==> src/hw/sfl_pkg.sv <==
// Shared constants and types of the servo feedback, limit and homing block.
package sfl_pkg;

   ////////////////////////////////////////////////////////////////////////////
   // Timing of the encoder path at the 40 MHz system clock.
   localparam int CLK_PERIOD_NS    = 25;
   localparam int CLK_FREQ_HZ      = 40_000_000;
   localparam int ENC_MAX_RATE_HZ  = 2_500_000;
   localparam int EDGE_SEP_NS      = 100;
   // Shortest period of one encoder signal, rounded down to whole cycles.
   localparam int ENC_MIN_PER_CYC  = CLK_FREQ_HZ / ENC_MAX_RATE_HZ;
   // Shortest spacing of two quadrature edges, rounded up to whole cycles.
   localparam int EDGE_SEP_CYC     = (EDGE_SEP_NS + CLK_PERIOD_NS - 1) / CLK_PERIOD_NS;

   ////////////////////////////////////////////////////////////////////////////
   // Widths and values after reset.
   localparam int          POS_W       = 32;
   localparam int          PFAULT_W    = 3;
   localparam int          HALL_W      = 3;
   localparam int          STEP_W      = 3;
   localparam logic [31:0] POS_RST     = 32'h0000_0000;
   localparam logic [2:0]  STEP_RST    = 3'h0;
   localparam logic [2:0]  NUM_STEPS   = 3'h6;
   localparam logic [2:0]  ENC_RST     = 3'h0;

   ////////////////////////////////////////////////////////////////////////////
   // Bit positions inside the synchronised input vector.
   localparam int SYN_QA_P   = 0;
   localparam int SYN_QA_N   = 1;
   localparam int SYN_QB_P   = 2;
   localparam int SYN_QB_N   = 3;
   localparam int SYN_IX_P   = 4;
   localparam int SYN_IX_N   = 5;
   localparam int SYN_CW     = 6;
   localparam int SYN_CCW    = 7;
   localparam int SYN_HOME   = 8;
   localparam int SYN_HALL_A = 9;
   localparam int SYN_HALL_B = 10;
   localparam int SYN_HALL_C = 11;
   localparam int SYN_JUMPER = 12;
   localparam int SYN_W      = 13;
   localparam logic [12:0] SYN_RST = 13'h0000;

   ////////////////////////////////////////////////////////////////////////////
   // States of the origin search.
   typedef enum logic [2:0] {
      HOME_IDLE    = 3'b000,
      HOME_SEEK    = 3'b001,
      HOME_BACKOFF = 3'b010,
      HOME_MARK    = 3'b011
   } sfl_home_e;

   localparam sfl_home_e HOME_RST = HOME_IDLE;

endpackage

==> src/hw/sfl_feedback.sv <==
// Feedback port logic: encoder counting, travel stops, origin search, Hall commutation and power fault.
//
// Behaviour
// The power fault output reflects only power-stage faults and never controller faults.
// Each encoder signal is tracked without lost counts up to 2.5 MHz.
// Quadrature edges as close as 100 ns apart are each resolved.
// Both quadrature channels and the index arrive as differential pairs and are received differentially.
// An active clockwise stop blocks clockwise motion and an active counter-clockwise stop blocks the other way.
// An origin command moves toward the home stop, reverses on it, and stops at the chosen event after release.
// The stop inputs have selectable polarity, high active for closed switches and low for open ones.
// The three Hall inputs form a six-step pattern that selects the commutation step.
// By default a Hall input is low while its phase is positive in clockwise rotation.
// A Hall phase setting, zero by default, shifts how Hall states map onto motor phases.
// Hall inputs drive commutation only for a brushless motor and are ignored for a brush motor.
// The motor type jumper selects brushless in position 1-2 and brush in position 2-3.
// The quadrature channels drive a signed position count and the index is captured as an event.
// Every stop, Hall and encoder input is synchronised to the clock before use.
`timescale 1ns/1ps
module sfl_feedback (
   // Clock and reset.
   input  logic                       clk,
   input  logic                       rstn,
   // Differential encoder pins.
   input  logic                       quad_a_pos,
   input  logic                       quad_a_neg,
   input  logic                       quad_b_pos,
   input  logic                       quad_b_neg,
   input  logic                       index_pulse_pos,
   input  logic                       index_pulse_neg,
   // Stop switch pins and their polarity.
   input  logic                       cw_travel_stop,
   input  logic                       ccw_travel_stop,
   input  logic                       home_stop,
   input  logic                       limit_active_high,
   // Hall sensor pins, phase setting and motor type strap.
   input  logic                       hall_a,
   input  logic                       hall_b,
   input  logic                       hall_c,
   input  logic [2:0]                 hall_phase_setting,
   input  logic                       motor_type_jumper,
   // Motion requests and origin search settings.
   input  logic                       motion_request_cw,
   input  logic                       motion_request_ccw,
   input  logic                       seek_origin_command,
   input  logic                       home_dir_ccw,
   input  logic                       home_stop_on_index,
   // Power stage fault sources.
   input  logic [sfl_pkg::PFAULT_W-1:0] power_stage_faults,
   // Encoder results.
   output logic [sfl_pkg::POS_W-1:0]  position_count,
   output logic [sfl_pkg::POS_W-1:0]  index_position,
   output logic                       index_event,
   output logic                       quad_error,
   output logic                       enc_line_fault,
   // Gated motion and origin search status.
   output logic                       drive_cw,
   output logic                       drive_ccw,
   output logic                       homing_busy,
   output logic                       home_done,
   output logic                       home_fail,
   // Commutation.
   output logic [sfl_pkg::STEP_W-1:0] commutation_step,
   output logic                       hall_invalid,
   output logic                       commutation_enable,
   // Power stage fault indication.
   output logic                       amp_fault_out
);

   ////////////////////////////////////////////////////////////////////////////
   // Decoding helpers.

   // Turns a raw stop pin into an active flag under the selected polarity.
   function automatic logic lim_active(input logic raw, input logic act_high);
      lim_active = act_high ? raw : ~raw;
   endfunction

   // Maps positive-phase flags {A,B,C} onto a step; bit 3 marks a valid pattern.
   function automatic logic [3:0] hall_decode(input logic [2:0] ph);
      case (ph)
         3'b100:  hall_decode = 4'h8;
         3'b110:  hall_decode = 4'h9;
         3'b010:  hall_decode = 4'ha;
         3'b011:  hall_decode = 4'hb;
         3'b001:  hall_decode = 4'hc;
         3'b101:  hall_decode = 4'hd;
         default: hall_decode = 4'h0;
      endcase
   endfunction

   // Adds the phase setting to a step, modulo six.
   function automatic logic [2:0] step_shift(input logic [2:0] step, input logic [2:0] ofs);
      logic [3:0] sum;
      sum = {1'b0, step} + {1'b0, ofs};
      if (sum >= {1'b0, sfl_pkg::NUM_STEPS}) begin
         sum = sum - {1'b0, sfl_pkg::NUM_STEPS};
      end
      if (sum >= {1'b0, sfl_pkg::NUM_STEPS}) begin
         sum = sum - {1'b0, sfl_pkg::NUM_STEPS};
      end
      step_shift = sum[2:0];
   endfunction

   ////////////////////////////////////////////////////////////////////////////
   // Input synchronisation.

   logic [sfl_pkg::SYN_W-1:0] syn_in;
   logic [sfl_pkg::SYN_W-1:0] syn_q;

   // The encoder, stop, Hall and jumper pins are gathered into one vector so they share one synchroniser.
   assign syn_in[sfl_pkg::SYN_QA_P]   = quad_a_pos;
   assign syn_in[sfl_pkg::SYN_QA_N]   = quad_a_neg;
   assign syn_in[sfl_pkg::SYN_QB_P]   = quad_b_pos;
   assign syn_in[sfl_pkg::SYN_QB_N]   = quad_b_neg;
   assign syn_in[sfl_pkg::SYN_IX_P]   = index_pulse_pos;
   assign syn_in[sfl_pkg::SYN_IX_N]   = index_pulse_neg;
   assign syn_in[sfl_pkg::SYN_CW]     = cw_travel_stop;
   assign syn_in[sfl_pkg::SYN_CCW]    = ccw_travel_stop;
   assign syn_in[sfl_pkg::SYN_HOME]   = home_stop;
   assign syn_in[sfl_pkg::SYN_HALL_A] = hall_a;
   assign syn_in[sfl_pkg::SYN_HALL_B] = hall_b;
   assign syn_in[sfl_pkg::SYN_HALL_C] = hall_c;
   assign syn_in[sfl_pkg::SYN_JUMPER] = motor_type_jumper;

   // Three stages keep metastable pin levels away from every decision.
   sfl_sync #(
      .W    (sfl_pkg::SYN_W)
   ) u_sync (
      .clk  (clk),
      .rstn (rstn),
      .d    (syn_in),
      .q    (syn_q)
   );

   ////////////////////////////////////////////////////////////////////////////
   // Encoder receiver and quadrature counter.

   logic [2:0]               enc_ff;
   logic [2:0]               nxt_enc;
   logic [2:0]               prev_ff;
   logic [2:0]               nxt_prev;
   logic [sfl_pkg::POS_W-1:0] count_ff;
   logic [sfl_pkg::POS_W-1:0] nxt_count;
   logic [sfl_pkg::POS_W-1:0] index_pos_ff;
   logic [sfl_pkg::POS_W-1:0] nxt_index_pos;
   logic                     index_evt_ff;
   logic                     nxt_index_evt;
   logic                     qerr_ff;
   logic                     nxt_qerr;
   logic                     line_fault_ff;
   logic                     nxt_line_fault;
   logic                     a_chg;
   logic                     b_chg;
   logic                     step_up;

   assign a_chg   = enc_ff[0] ^ prev_ff[0];
   assign b_chg   = enc_ff[1] ^ prev_ff[1];
   assign step_up = enc_ff[0] ^ prev_ff[1];

   // A pair that shows equal levels is not a valid differential state, so the last value is held.
   always_comb begin
      nxt_enc        = enc_ff;
      nxt_line_fault = 1'b0;
      for (int i = 0; i < 3; i++) begin
         if (syn_q[2*i] != syn_q[2*i+1]) begin
            nxt_enc[i] = syn_q[2*i];
         end else begin
            nxt_line_fault = 1'b1;
         end
      end
      nxt_prev      = enc_ff;
      nxt_count     = count_ff;
      nxt_qerr      = 1'b0;
      nxt_index_evt = 1'b0;
      nxt_index_pos = index_pos_ff;
      // One channel change per cycle counts by one; both at once means an edge was missed.
      if (a_chg && b_chg) begin
         nxt_qerr = 1'b1;
      end else if (a_chg || b_chg) begin
         if (step_up) begin
            nxt_count = count_ff + 32'h0000_0001;
         end else begin
            nxt_count = count_ff - 32'h0000_0001;
         end
      end
      // The index rising edge marks a reference and latches the count.
      if (enc_ff[2] && !prev_ff[2]) begin
         nxt_index_evt = 1'b1;
         nxt_index_pos = count_ff;
      end
   end

   // Encoder state registers.
   always_ff @(posedge clk or negedge rstn) begin
      if (!rstn) begin
         enc_ff        <= sfl_pkg::ENC_RST;
         prev_ff       <= sfl_pkg::ENC_RST;
         count_ff      <= sfl_pkg::POS_RST;
         index_pos_ff  <= sfl_pkg::POS_RST;
         index_evt_ff  <= 1'b0;
         qerr_ff       <= 1'b0;
         line_fault_ff <= 1'b0;
      end else begin
         enc_ff        <= nxt_enc;
         prev_ff       <= nxt_prev;
         count_ff      <= nxt_count;
         index_pos_ff  <= nxt_index_pos;
         index_evt_ff  <= nxt_index_evt;
         qerr_ff       <= nxt_qerr;
         line_fault_ff <= nxt_line_fault;
      end
   end

   ////////////////////////////////////////////////////////////////////////////
   // Travel stops and origin search.

   logic                cw_act;
   logic                ccw_act;
   logic                home_act;
   logic                home_cw;
   logic                home_ccw;
   logic                toward_hit;
   logic                away_hit;
   sfl_pkg::sfl_home_e  state_ff;
   sfl_pkg::sfl_home_e  nxt_state;
   logic                drive_cw_ff;
   logic                nxt_drive_cw;
   logic                drive_ccw_ff;
   logic                nxt_drive_ccw;
   logic                done_ff;
   logic                nxt_done;
   logic                fail_ff;
   logic                nxt_fail;

   // Stop flags under the chosen polarity.
   assign cw_act   = lim_active(syn_q[sfl_pkg::SYN_CW], limit_active_high);
   assign ccw_act  = lim_active(syn_q[sfl_pkg::SYN_CCW], limit_active_high);
   assign home_act = lim_active(syn_q[sfl_pkg::SYN_HOME], limit_active_high);

   // Seeking moves toward the home stop; backing off and waiting for the mark move away.
   assign home_cw    = (state_ff == sfl_pkg::HOME_SEEK) ? !home_dir_ccw : home_dir_ccw;
   assign home_ccw   = !home_cw;
   assign toward_hit = home_dir_ccw ? ccw_act : cw_act;
   assign away_hit   = home_dir_ccw ? cw_act : ccw_act;

   // A travel stop met during the search aborts it rather than pushing into the stop.
   always_comb begin
      nxt_state = state_ff;
      nxt_done  = 1'b0;
      nxt_fail  = 1'b0;
      case (state_ff)
         sfl_pkg::HOME_IDLE: begin
            if (seek_origin_command) begin
               nxt_state = sfl_pkg::HOME_SEEK;
            end
         end
         sfl_pkg::HOME_SEEK: begin
            if (home_act) begin
               nxt_state = sfl_pkg::HOME_BACKOFF;
            end else if (toward_hit) begin
               nxt_state = sfl_pkg::HOME_IDLE;
               nxt_fail  = 1'b1;
            end
         end
         sfl_pkg::HOME_BACKOFF: begin
            if (!home_act) begin
               if (home_stop_on_index) begin
                  nxt_state = sfl_pkg::HOME_MARK;
               end else begin
                  nxt_state = sfl_pkg::HOME_IDLE;
                  nxt_done  = 1'b1;
               end
            end else if (away_hit) begin
               nxt_state = sfl_pkg::HOME_IDLE;
               nxt_fail  = 1'b1;
            end
         end
         sfl_pkg::HOME_MARK: begin
            if (index_evt_ff) begin
               nxt_state = sfl_pkg::HOME_IDLE;
               nxt_done  = 1'b1;
            end else if (away_hit) begin
               nxt_state = sfl_pkg::HOME_IDLE;
               nxt_fail  = 1'b1;
            end
         end
         default: begin
            nxt_state = sfl_pkg::HOME_IDLE;
         end
      endcase
      // The search owns the motor while it runs; stops gate every request.
      if (state_ff != sfl_pkg::HOME_IDLE) begin
         nxt_drive_cw  = home_cw && !cw_act;
         nxt_drive_ccw = home_ccw && !ccw_act;
      end else begin
         nxt_drive_cw  = motion_request_cw && !cw_act;
         nxt_drive_ccw = motion_request_ccw && !ccw_act;
      end
   end

   // Stop and search registers.
   always_ff @(posedge clk or negedge rstn) begin
      if (!rstn) begin
         state_ff     <= sfl_pkg::HOME_RST;
         drive_cw_ff  <= 1'b0;
         drive_ccw_ff <= 1'b0;
         done_ff      <= 1'b0;
         fail_ff      <= 1'b0;
      end else begin
         state_ff     <= nxt_state;
         drive_cw_ff  <= nxt_drive_cw;
         drive_ccw_ff <= nxt_drive_ccw;
         done_ff      <= nxt_done;
         fail_ff      <= nxt_fail;
      end
   end

   ////////////////////////////////////////////////////////////////////////////
   // Hall commutation and power fault.

   logic                      brushless;
   logic [2:0]                phase_pos;
   logic [3:0]                hall_dec;
   logic [sfl_pkg::STEP_W-1:0] step_ff;
   logic [sfl_pkg::STEP_W-1:0] nxt_step;
   logic                      hinv_ff;
   logic                      nxt_hinv;
   logic                      comm_en_ff;
   logic                      nxt_comm_en;
   logic                      pf_any;
   logic                      amp_fault_ff;
   logic                      nxt_amp_fault;

   // Jumper high means position 1-2, a brushless motor.
   assign brushless = syn_q[sfl_pkg::SYN_JUMPER];
   // A low Hall level marks its phase positive in clockwise rotation.
   assign phase_pos = ~{syn_q[sfl_pkg::SYN_HALL_A], syn_q[sfl_pkg::SYN_HALL_B], syn_q[sfl_pkg::SYN_HALL_C]};
   assign hall_dec  = hall_decode(phase_pos);
   assign pf_any    = |power_stage_faults;

   // Brush motors ignore the Hall pattern entirely.
   always_comb begin
      nxt_step      = sfl_pkg::STEP_RST;
      nxt_hinv      = 1'b0;
      nxt_comm_en   = brushless;
      nxt_amp_fault = pf_any;
      if (brushless) begin
         if (hall_dec[3]) begin
            nxt_step = step_shift(hall_dec[2:0], hall_phase_setting);
         end else begin
            nxt_hinv = 1'b1;
         end
      end
   end

   // Commutation and fault registers.
   always_ff @(posedge clk or negedge rstn) begin
      if (!rstn) begin
         step_ff      <= sfl_pkg::STEP_RST;
         hinv_ff      <= 1'b0;
         comm_en_ff   <= 1'b0;
         amp_fault_ff <= 1'b0;
      end else begin
         step_ff      <= nxt_step;
         hinv_ff      <= nxt_hinv;
         comm_en_ff   <= nxt_comm_en;
         amp_fault_ff <= nxt_amp_fault;
      end
   end

   ////////////////////////////////////////////////////////////////////////////
   // Output drive.
   assign position_count     = count_ff;
   assign index_position     = index_pos_ff;
   assign index_event        = index_evt_ff;
   assign quad_error         = qerr_ff;
   assign enc_line_fault     = line_fault_ff;
   assign drive_cw           = drive_cw_ff;
   assign drive_ccw          = drive_ccw_ff;
   assign homing_busy        = (state_ff != sfl_pkg::HOME_IDLE);
   assign home_done          = done_ff;
   assign home_fail          = fail_ff;
   assign commutation_step   = step_ff;
   assign hall_invalid       = hinv_ff;
   assign commutation_enable = comm_en_ff;
   assign amp_fault_out      = amp_fault_ff;

   ////////////////////////////////////////////////////////////////////////////
   // Checks.
   chk_amp_fault_src: assert property (@(posedge clk) disable iff (!rstn)
      1'b1 |=> (amp_fault_out == $past(pf_any)))
      else $error("fault output not tied to power stage faults");

   chk_edge_resolve: assert property (@(posedge clk) disable iff (!rstn)
      (syn_q[0] != syn_q[1]) && (syn_q[0] != enc_ff[0]) |=> a_chg)
      else $error("quadrature edge not resolved");

   chk_diff_hold: assert property (@(posedge clk) disable iff (!rstn)
      (syn_q[2] == syn_q[3]) |=> $stable(enc_ff[1]))
      else $error("equal differential pair changed channel b");

   chk_cw_block: assert property (@(posedge clk) disable iff (!rstn)
      cw_act |=> !drive_cw)
      else $error("clockwise motion while clockwise stop active");

   chk_ccw_block: assert property (@(posedge clk) disable iff (!rstn)
      ccw_act |=> !drive_ccw)
      else $error("counter-clockwise motion while its stop active");

   chk_limit_polarity: assert property (@(posedge clk) disable iff (!rstn)
      (syn_q[sfl_pkg::SYN_CW] == limit_active_high) |=> !drive_cw)
      else $error("stop polarity not honoured");

   chk_home_reverse: assert property (@(posedge clk) disable iff (!rstn)
      (state_ff == sfl_pkg::HOME_SEEK) && home_act |=> (state_ff == sfl_pkg::HOME_BACKOFF) ##1 (home_cw == $past(home_dir_ccw, 2)))
      else $error("origin search did not reverse on the home stop");

   chk_home_mark: assert property (@(posedge clk) disable iff (!rstn)
      (state_ff == sfl_pkg::HOME_MARK) && index_evt_ff |=> (state_ff == sfl_pkg::HOME_IDLE) && home_done)
      else $error("origin search did not stop at the index");

   chk_count_step: assert property (@(posedge clk) disable iff (!rstn)
      (a_chg ^ b_chg) && step_up |=> (position_count == $past(count_ff) + 32'h0000_0001))
      else $error("count did not advance by one");

   chk_hall_step: assert property (@(posedge clk) disable iff (!rstn)
      brushless && hall_dec[3] |=> (commutation_step < sfl_pkg::NUM_STEPS) && !hall_invalid)
      else $error("valid hall pattern gave no step");

   chk_hall_default: assert property (@(posedge clk) disable iff (!rstn)
      brushless && (hall_phase_setting == 3'h0) && hall_dec[3] |=> (commutation_step == $past(hall_dec[2:0])))
      else $error("zero phase setting shifted the step");

   chk_brush_ignore: assert property (@(posedge clk) disable iff (!rstn)
      !brushless |=> (commutation_step == sfl_pkg::STEP_RST) && !hall_invalid && !commutation_enable)
      else $error("brush motor used hall inputs");

endmodule

==> src/hw/sfl_sync.sv <==
// Three-stage input synchroniser that accepts a change once stages two and three agree.
`timescale 1ns/1ps
module sfl_sync #(
   parameter int W = 13
) (
   // Clock and reset.
   input  logic         clk,
   input  logic         rstn,
   // Asynchronous inputs and their filtered image.
   input  logic [W-1:0] d,
   output logic [W-1:0] q
);

   logic [W-1:0] s1_ff;
   logic [W-1:0] s2_ff;
   logic [W-1:0] s3_ff;
   logic [W-1:0] q_ff;
   logic [W-1:0] nxt_q;

   ////////////////////////////////////////////////////////////////////////////
   // Each bit follows stage three only when stages two and three agree.
   always_comb begin
      nxt_q = q_ff;
      for (int i = 0; i < W; i++) begin
         if (s2_ff[i] == s3_ff[i]) begin
            nxt_q[i] = s3_ff[i];
         end
      end
   end

   // The first stage feeds only the second stage.
   always_ff @(posedge clk or negedge rstn) begin
      if (!rstn) begin
         s1_ff <= '0;
         s2_ff <= '0;
         s3_ff <= '0;
         q_ff  <= '0;
      end else begin
         s1_ff <= d;
         s2_ff <= s1_ff;
         s3_ff <= s2_ff;
         q_ff  <= nxt_q;
      end
   end

   assign q = q_ff;

   ////////////////////////////////////////////////////////////////////////////
   // Agreeing late stages must reach the output one cycle later.
   chk_sync_agree: assert property (@(posedge clk) disable iff (!rstn)
      (s2_ff == s3_ff) |=> (q_ff == $past(s3_ff)))
      else $error("synchroniser output missed an agreed value");

endmodule

==> config.mk <==
export PLATFORM = sky130hd
export DESIGN_NAME = sfl_feedback
export DESIGN_NICKNAME = d
export VERILOG_FILES = /design/src/hw/sfl_pkg.sv /design/src/hw/sfl_feedback.sv /design/src/hw/sfl_sync.sv
export SDC_FILE = /design/constraint.sdc
export NUM_CORES = 1
export LEC_CHECK = 0
export CAP_MARGIN = 0
export CORE_AREA = 3 3 113 115
export CTS_BUF_LIST = sky130_fd_sc_hd__clkbuf_16
export DETAILED_ROUTE_END_ITERATION = 6
export DIE_AREA = 0 0 116 118
export DONT_BUFFER_PORTS = 1
export PLACE_DENSITY = 0.82
export REMOVE_ABC_BUFFERS = 1
export SYNTH_ARGS = -nofsm -noshare
export SYNTH_HDL_FRONTEND = slang
export SYNTH_SLANG_ARGS = --single-unit
==> constraint.sdc <==
create_clock -name clk -period 3.4 [get_ports clk]
set_input_delay 0.34 -clock clk [delete_from_list [all_inputs] [get_ports clk]]
set_output_delay 0.34 -clock clk [all_outputs]
set_load 0.02 [all_outputs]
==> results.toml, run 1 <==
[timing]
hold_viol_final = 138
finalCriticalPeriod_ns = 3.150
tns_ns = 0
fmax_ghz = 0.3175
finClkSkew_ns = 0.006792
relSlewSlack_pct = 37.27
worst_pin_slew_ns = 0.9409
rsz0062_at_grt = "no"
fin_ws_ns = 0.2505
slew_viol_final = 0
fin_crit_sh_pct = 92.63
hold_ws_ns = -0.3846
finalSetupViolCount = 0

[worst_setup_path]
worstSetupPathType = "flop to flop"
cp_cell_sequence = "xor2_1 > inv_1 > buf_12 > ha_1 > a21o_1 > a21oi_1 > a211oi_2 > o41ai_4 > o41ai_2 > xor2_1 > mux2_2"
crit_path_max_incr_delay_ns = 0.46
cp-start-kind = "flop"
slowest_stage = "o41ai_4"
cp.buffers_inverters = 2
crit_arrival_ns = 3.45
crit_path_end_kind = "flop"
cp_data_required_time_ns = 3.70
cp_top_family = "compound AO/OA/AOI/OAI gates"
cpMostUsedCell = "xor2_1"
cp_max_fo = 30

[floorplan]
die_h_um = 118
core.rowCount = 40
num_io_pins = 105
die_w_um = 116
dieArea_mm2 = 0.01369
coreArea_mm2 = 0.01191
initial_core_util_pct = 56.46

[drt]
drt_drc_violations_left = 0
routedWlPerCell_um = 18.17
via_per_inst = 5.907
routed_wirelength_mm = 13.90
postRouteAntennaNets = 0
drtPass1Iterations = 5
vias = 4519
drt_iter0_markers = 207

[synthesis]
synth_common_cells = "dfrtp_1, mux2_2, a21oi_1"
seq_area_frac_synth_pct = 51.35
synth_edf_count = 0
syn_inst = 580
synth.cell_area_mm2 = 0.006725
yosysMostFrequentCell = "dfrtp_1"
synth_cell_types = 58
synth_ff_type = "dfrtp_1"
ys_warn_count = 0
yosysTopAreaCell = "dfrtp_1"
synth_top_area_share_pct = 51.35
ys_seq_elements = 138
avgSynthCellArea_um2 = 11.60
synth.top_cells.by_area = "dfrtp_1, mux2_2, ha_1"
synth-async-reset-ratio_pct = 100.0

[final_layout]
final_area_mm2 = 0.007684
drive_above_1_share_pct = 16.18
diodes = 0
nFillCells = 924
multi_input_area_mm2 = 0.003128
fin_util_pct = 64.51
area_growth_pct = 14.25
seqCellArea_mm2 = 0.003453
nets = 669

[clock_network]
cts_root_buf = "clkbuf_16"
clock_latency_ns = 0.42
post_cts_resized = 0
path_clk_slew_ns = 0.06
cts_tree = "built"
cts_made_buffers = 17
cts_htree_levels = 4
post_cts_buffers = 0
cts-hold-fix-buffers = 13
clockBufferDepth = 2
cts_sinks = 138

[place]
pre_cts_slack_ns = 0.2663
gp_routability_congestion = 0.8910
hpwl_mm = 9.679
io_buffers = 0
placed_area_mm2 = 0.006928

[global_routing]
grt_overflow = 0
grt_pass1_wl_mm = 22.94
first_global_vias = 4663
grtUsageTotal_pct = 21.23
grt_max_degree = 139
antenna_found_initial = 0

[power]
vdd_ir_drop_max_mv = 0.6523
p_leak_nw = 3.400
power.density_mw_per_mm2 = 1244

[status]
status = "finished, violations left"
violations = "hold timing"

[hold_path]
hp-class = "primary input to async pin"

[job]
max-cap-violations = 0
==> routing by layer <==
layer	track usage [%]	up-vias	share of wire, %
li1	-	2149	-
met1	26.92	2200	44
met2	33.56	138	48
met3	6.684	32	6.2
met4	8.629	0	2.7
met5	0	-	0
==> worst paths after layout <==
path / cells past startpoint / slack, ns / end / startpoint
setup / recovery: 11 / 0.25 / position_count[30]$_DFFE_PN0P_ / enc_ff[0]$_DFFE_PN0N_
hold / removal: 0 / -0.38 / commutation_step[2]$_DFF_PN0_ / rstn
setup reg to reg: 11 / 0.25 / position_count[30]$_DFFE_PN0P_ / enc_ff[0]$_DFFE_PN0N_
hold reg to reg: 0 / 0.35 / u_sync.s2_ff[5]$_DFF_PN0_ / u_sync.s1_ff[5]$_DFF_PN0_
max in group asynchronous: 0 / 3.59 / position_count[15]$_DFFE_PN0P_ / rstn
min in group clk: 1 / 0.03 / amp_fault_out$_DFF_PN0_ / power_stage_faults[2]
==> area by class of cell <==
class                      instances  area share [%]
clock buffer                      17           5.537
sequential                       138           44.94
timing repair buffer              23           2.833
tap                              147           2.394
multi-input combinational        405           40.71
inverter                          20          0.9770
clock inverter                    15           2.605
==> flip-flops by register name, summed over array words and instances (netlist names), 3 cells and up <==
register,flops
prev_ff,3
u_sync.q,13
state_ff,3
index_position,32
u_sync.s2_ff,13
enc_ff,3
u_sync.s1_ff,13
commutation_step,3
u_sync.s3_ff,13
position_count,32
==> report_power, final <==
group	switching [mW]	internal [mW]	total, mW
clock network	0.707	1.23	1.93
registers	0.986	2.15	3.14
logic	2.41	2.07	4.48
total	4.10	5.45	9.56
==> per-stage QoR <==
step | cells | power [mW]
after floorplan | 563 | 6.507
after global placement | 720 | 7.500
after detailed placement | 720 | 7.601
after CTS | 765 | 9.611
after global routing | 765 | 10.27
final | 765 | 9.558
==> placed cells by master, fill, tap and decap left out, types with 3 or more instances in the layout <==
master         Yosys  layout
clkbuf_16          0      17
bufinv_16          0       4
o31ai_1            3       3
nand2_1           35      35
xnor2_1           20      20
nor3_1             7       7
o2111ai_1          3       3
a31oi_1            3       3
nor2b_1            8       8
a21o_1            12      12
mux2i_1            8       8
nand2b_1           7       6
xor2_1            20      20
dlygate4sd3_1      0      13
maj3_1            15      15
o21a_1             6       6
mux2_2            52      52
and3_1             5       5
buf_4              0       9
nor2_1            27      27
o21bai_1           3       3
ha_1              35      35
a211oi_1           5       5
o21ai_0           27      27
inv_1             20      21
o22ai_1            3       3
a21oi_1           39      39
nand3_1            9       9
clkinvlp_4         0       4
dfrtp_1          138     138
o211ai_1           4       4
nand4_1           10      10
==> cells by family (layout without fill, tap and decap cells) <==
group	Yosys count	after routing	share of synthesized area, %
compound gates	131	131	12.99
mux	61	61	10.12
simple gates	120	120	8.763
flops	138	138	51.35
fa+ha+maj	52	52	9.339
buf+inv	37	75	2.177
xor+xnor	40	40	5.209
other cells	1	1	0.05576
Note: power is estimated with default switching activity, not from simulation.
==> inputs of run 2 (changes only) <==
Settings changed: SYNTH_HIERARCHICAL from default to 1.
==> run 2 against run 1 <==
Net effect: the run still ends with hold timing left; largest power group unchanged; hold slack about the same; worst setup slack better by 0.068 ns; routed wire length shrank 3.6%.
==> results.toml, run 2 <==
[place]
placed_area_mm2 = 0.006875
io_buffers = 0
dp.cells = 697
pre_cts_slack_ns = 0.2808
hpwl_mm = 9.084
gp_routability_congestion = 0.8952

[drt]
routedWlPerCell_um = 18.06
via_per_inst = 6.061
drt_drc_violations_left = 0
drt_iter0_markers = 247
routed_wirelength_mm = 13.40
postRouteAntennaNets = 0
drtPass1Iterations = 5
vias = 4497

[timing]
slew_viol_final = 0
hold_ws_ns = -0.3847
finalSetupViolCount = 0
relSlewSlack_pct = 41.30
finClkSkew_ns = 0.01287
fin_ws_ns = 0.3189
fin_crit_sh_pct = 90.62
hold_viol_final = 138
worst_pin_slew_ns = 0.8805
fmax_ghz = 0.3246
finalCriticalPeriod_ns = 3.081
tns_ns = 0
rsz0062_at_grt = "no"

[floorplan]
die_w_um = 116
core.rowCount = 40
dieArea_mm2 = 0.01369
die_h_um = 118
initial_core_util_pct = 56.52
num_io_pins = 105
coreArea_mm2 = 0.01191

[synthesis]
yosysTopAreaCell = "dfrtp_1"
synth_cell_types = 67
synth-async-reset-ratio_pct = 100.0
seq_area_frac_synth_pct = 51.29
ys_warn_count = 6
synth-xor-area-share_pct = 4.553
synth.top_cells.by_area = "dfrtp_1, mux2_2, ha_1"
syn_inst = 564
yosysMostFrequentCell = "dfrtp_1"
synth_simple_gate_area_share_pct = 10.50
synth_common_cells = "dfrtp_1, mux2_2, ha_1"
ys_seq_elements = 138
synth.cell_area_mm2 = 0.006733
synth_compound_area_share_pct = 12.28
synthMuxAreaShare_pct = 9.626
avgSynthCellArea_um2 = 11.94
synth_top_family_by_area = "compound AO/OA/AOI/OAI gates"
synth-adder-area-share_pct = 9.571
synth_top_area_share_pct = 51.29
synth_edf_count = 0
synth_ff_type = "dfrtp_1"

[global_routing]
first_global_vias = 4658
grt_max_degree = 139
grt_overflow = 0
grt_pass1_wl_mm = 22.82
grtUsageTotal_pct = 21.01
antenna_found_initial = 0

[final_layout]
area_growth_pct = 13.34
drive_above_1_share_pct = 20.34
nets = 646
final_area_mm2 = 0.007631
final_cell_mix = "dfrtp_1, mux2_2, ha_1"
final_cells = 742
layout_commonest_cell = "dfrtp_1"
diodes = 0

[worst_setup_path]
cp_max_fo = 34
crit_arrival_ns = 3.38
slowest_stage = "dfrtp_1"
rrSetupSlack_ns = 0.32
crit_path_max_incr_delay_ns = 0.41
cp_top_family = "compound AO/OA/AOI/OAI gates"
cp_data_required_time_ns = 3.70
worstSetupPathType = "flop to flop"
cp.buffers_inverters = 2
crit_path_end_kind = "flop"
cp_cell_sequence = "xor2_1 > inv_1 > buf_12 > ha_1 > a21o_1 > a31o_1 > a21o_1 > o2111ai_2 > nand3_1 > a31oi_2 > o21ai_1 > a221o_1"
cp-start-kind = "flop"
cpMostUsedCell = "a21o_1"

[clock_network]
clockBufferDepth = 2
cts-hold-fix-buffers = 13
post_cts_buffers = 0
cts_htree_levels = 4
cts_made_buffers = 17
cts_tree = "built"
cts_sinks = 138
cts_root_buf = "clkbuf_16"
clock_latency_ns = 0.42
path_clk_slew_ns = 0.06

[power]
p_leak_nw = 3.376
p_total_mw = 9.401
vdd_ir_drop_max_mv = 0.7372
power.density_mw_per_mm2 = 1232

[job]
max-cap-violations = 0

[status]
violations = "hold timing"
status = "finished, violations left"

[hold_path]
hp-class = "primary input to async pin"
run 2: path summary, 6_finish.rpt:
check / start / end / cells after the start
worst min register to register: u_sync/s1_ff[8]$_DFF_PN0_ / u_sync/s2_ff[8]$_DFF_PN0_ / 0
min in group clk: power_stage_faults[2] / amp_fault_out$_DFF_PN0_ / 1
worst min-delay path: rstn / u_sync/q[9]$_DFFE_PN0N_ / 0
worst max register to register: enc_ff[0]$_DFFE_PN0N_ / position_count[26]$_DFFE_PN0P_ / 12
max in group asynchronous: rstn / index_position[20]$_DFFE_PN0P_ / 0
worst max-delay path: enc_ff[0]$_DFFE_PN0N_ / position_count[26]$_DFFE_PN0P_ / 12
run 2: final cells by class:
class | instances | area, µm²
inverter | 17 | 63.81
timing repair buffer | 16 | 165.2
multi-input combinational | 392 | 3151
sequential | 138 | 3453
fill | 904 | 4280
clock inverter | 15 | 188.9
clock buffer | 17 | 425.4
tap | 147 | 183.9
run 2: power breakdown:
| group | leakage (nW) | total (mW) | switching [mW] | internal (mW) |
|---|---|---|---|---|
| Clock | 0.296 | 1.90 | 0.728 | 1.17 |
| Sequential | 1.63 | 3.15 | 0.996 | 2.15 |
| Combinational | 1.45 | 4.36 | 2.31 | 2.05 |
run 2: routing by layer:
metal  global-route usage [%]  share of wire (%)  vias up
met1                    26.11                 41     2230
met3                    7.918                7.4       29
met5                        0                  0        -
met2                    33.56                 50      141
met4                    7.179                1.8        0
li1                         -                  -     2097
run 2: metrics by stage:
stage,hold WS [ns],util (%)
6_report,-0.3847,64.07
5_1_grt,-0.4181,64.07
4_1_cts,-0.4097,63.97
3_5_place_dp,0.04826,57.72
3_3_place_gp,0.04822,57.72
2_1_floorplan,0.04441,-
run 2: cells by family after synthesis:
family                   Yosys count
AO/OA/AOI/OAI                    114
XOR/XNOR                          35
adder cells (fa/ha/maj)           52
buffers and inverters             34
flip-flops                       138
multiplexers                      58
other                              1
AND/OR/NAND/NOR                  132
run 2: what timing repair did:
| action | in CTS | in global routing |
|---|---|---|
| gates resized for setup | 0 | 1 |
| endpoints found under the setup margin | 0 | 1 |
| hold endpoints to repair | 151 | 138 |
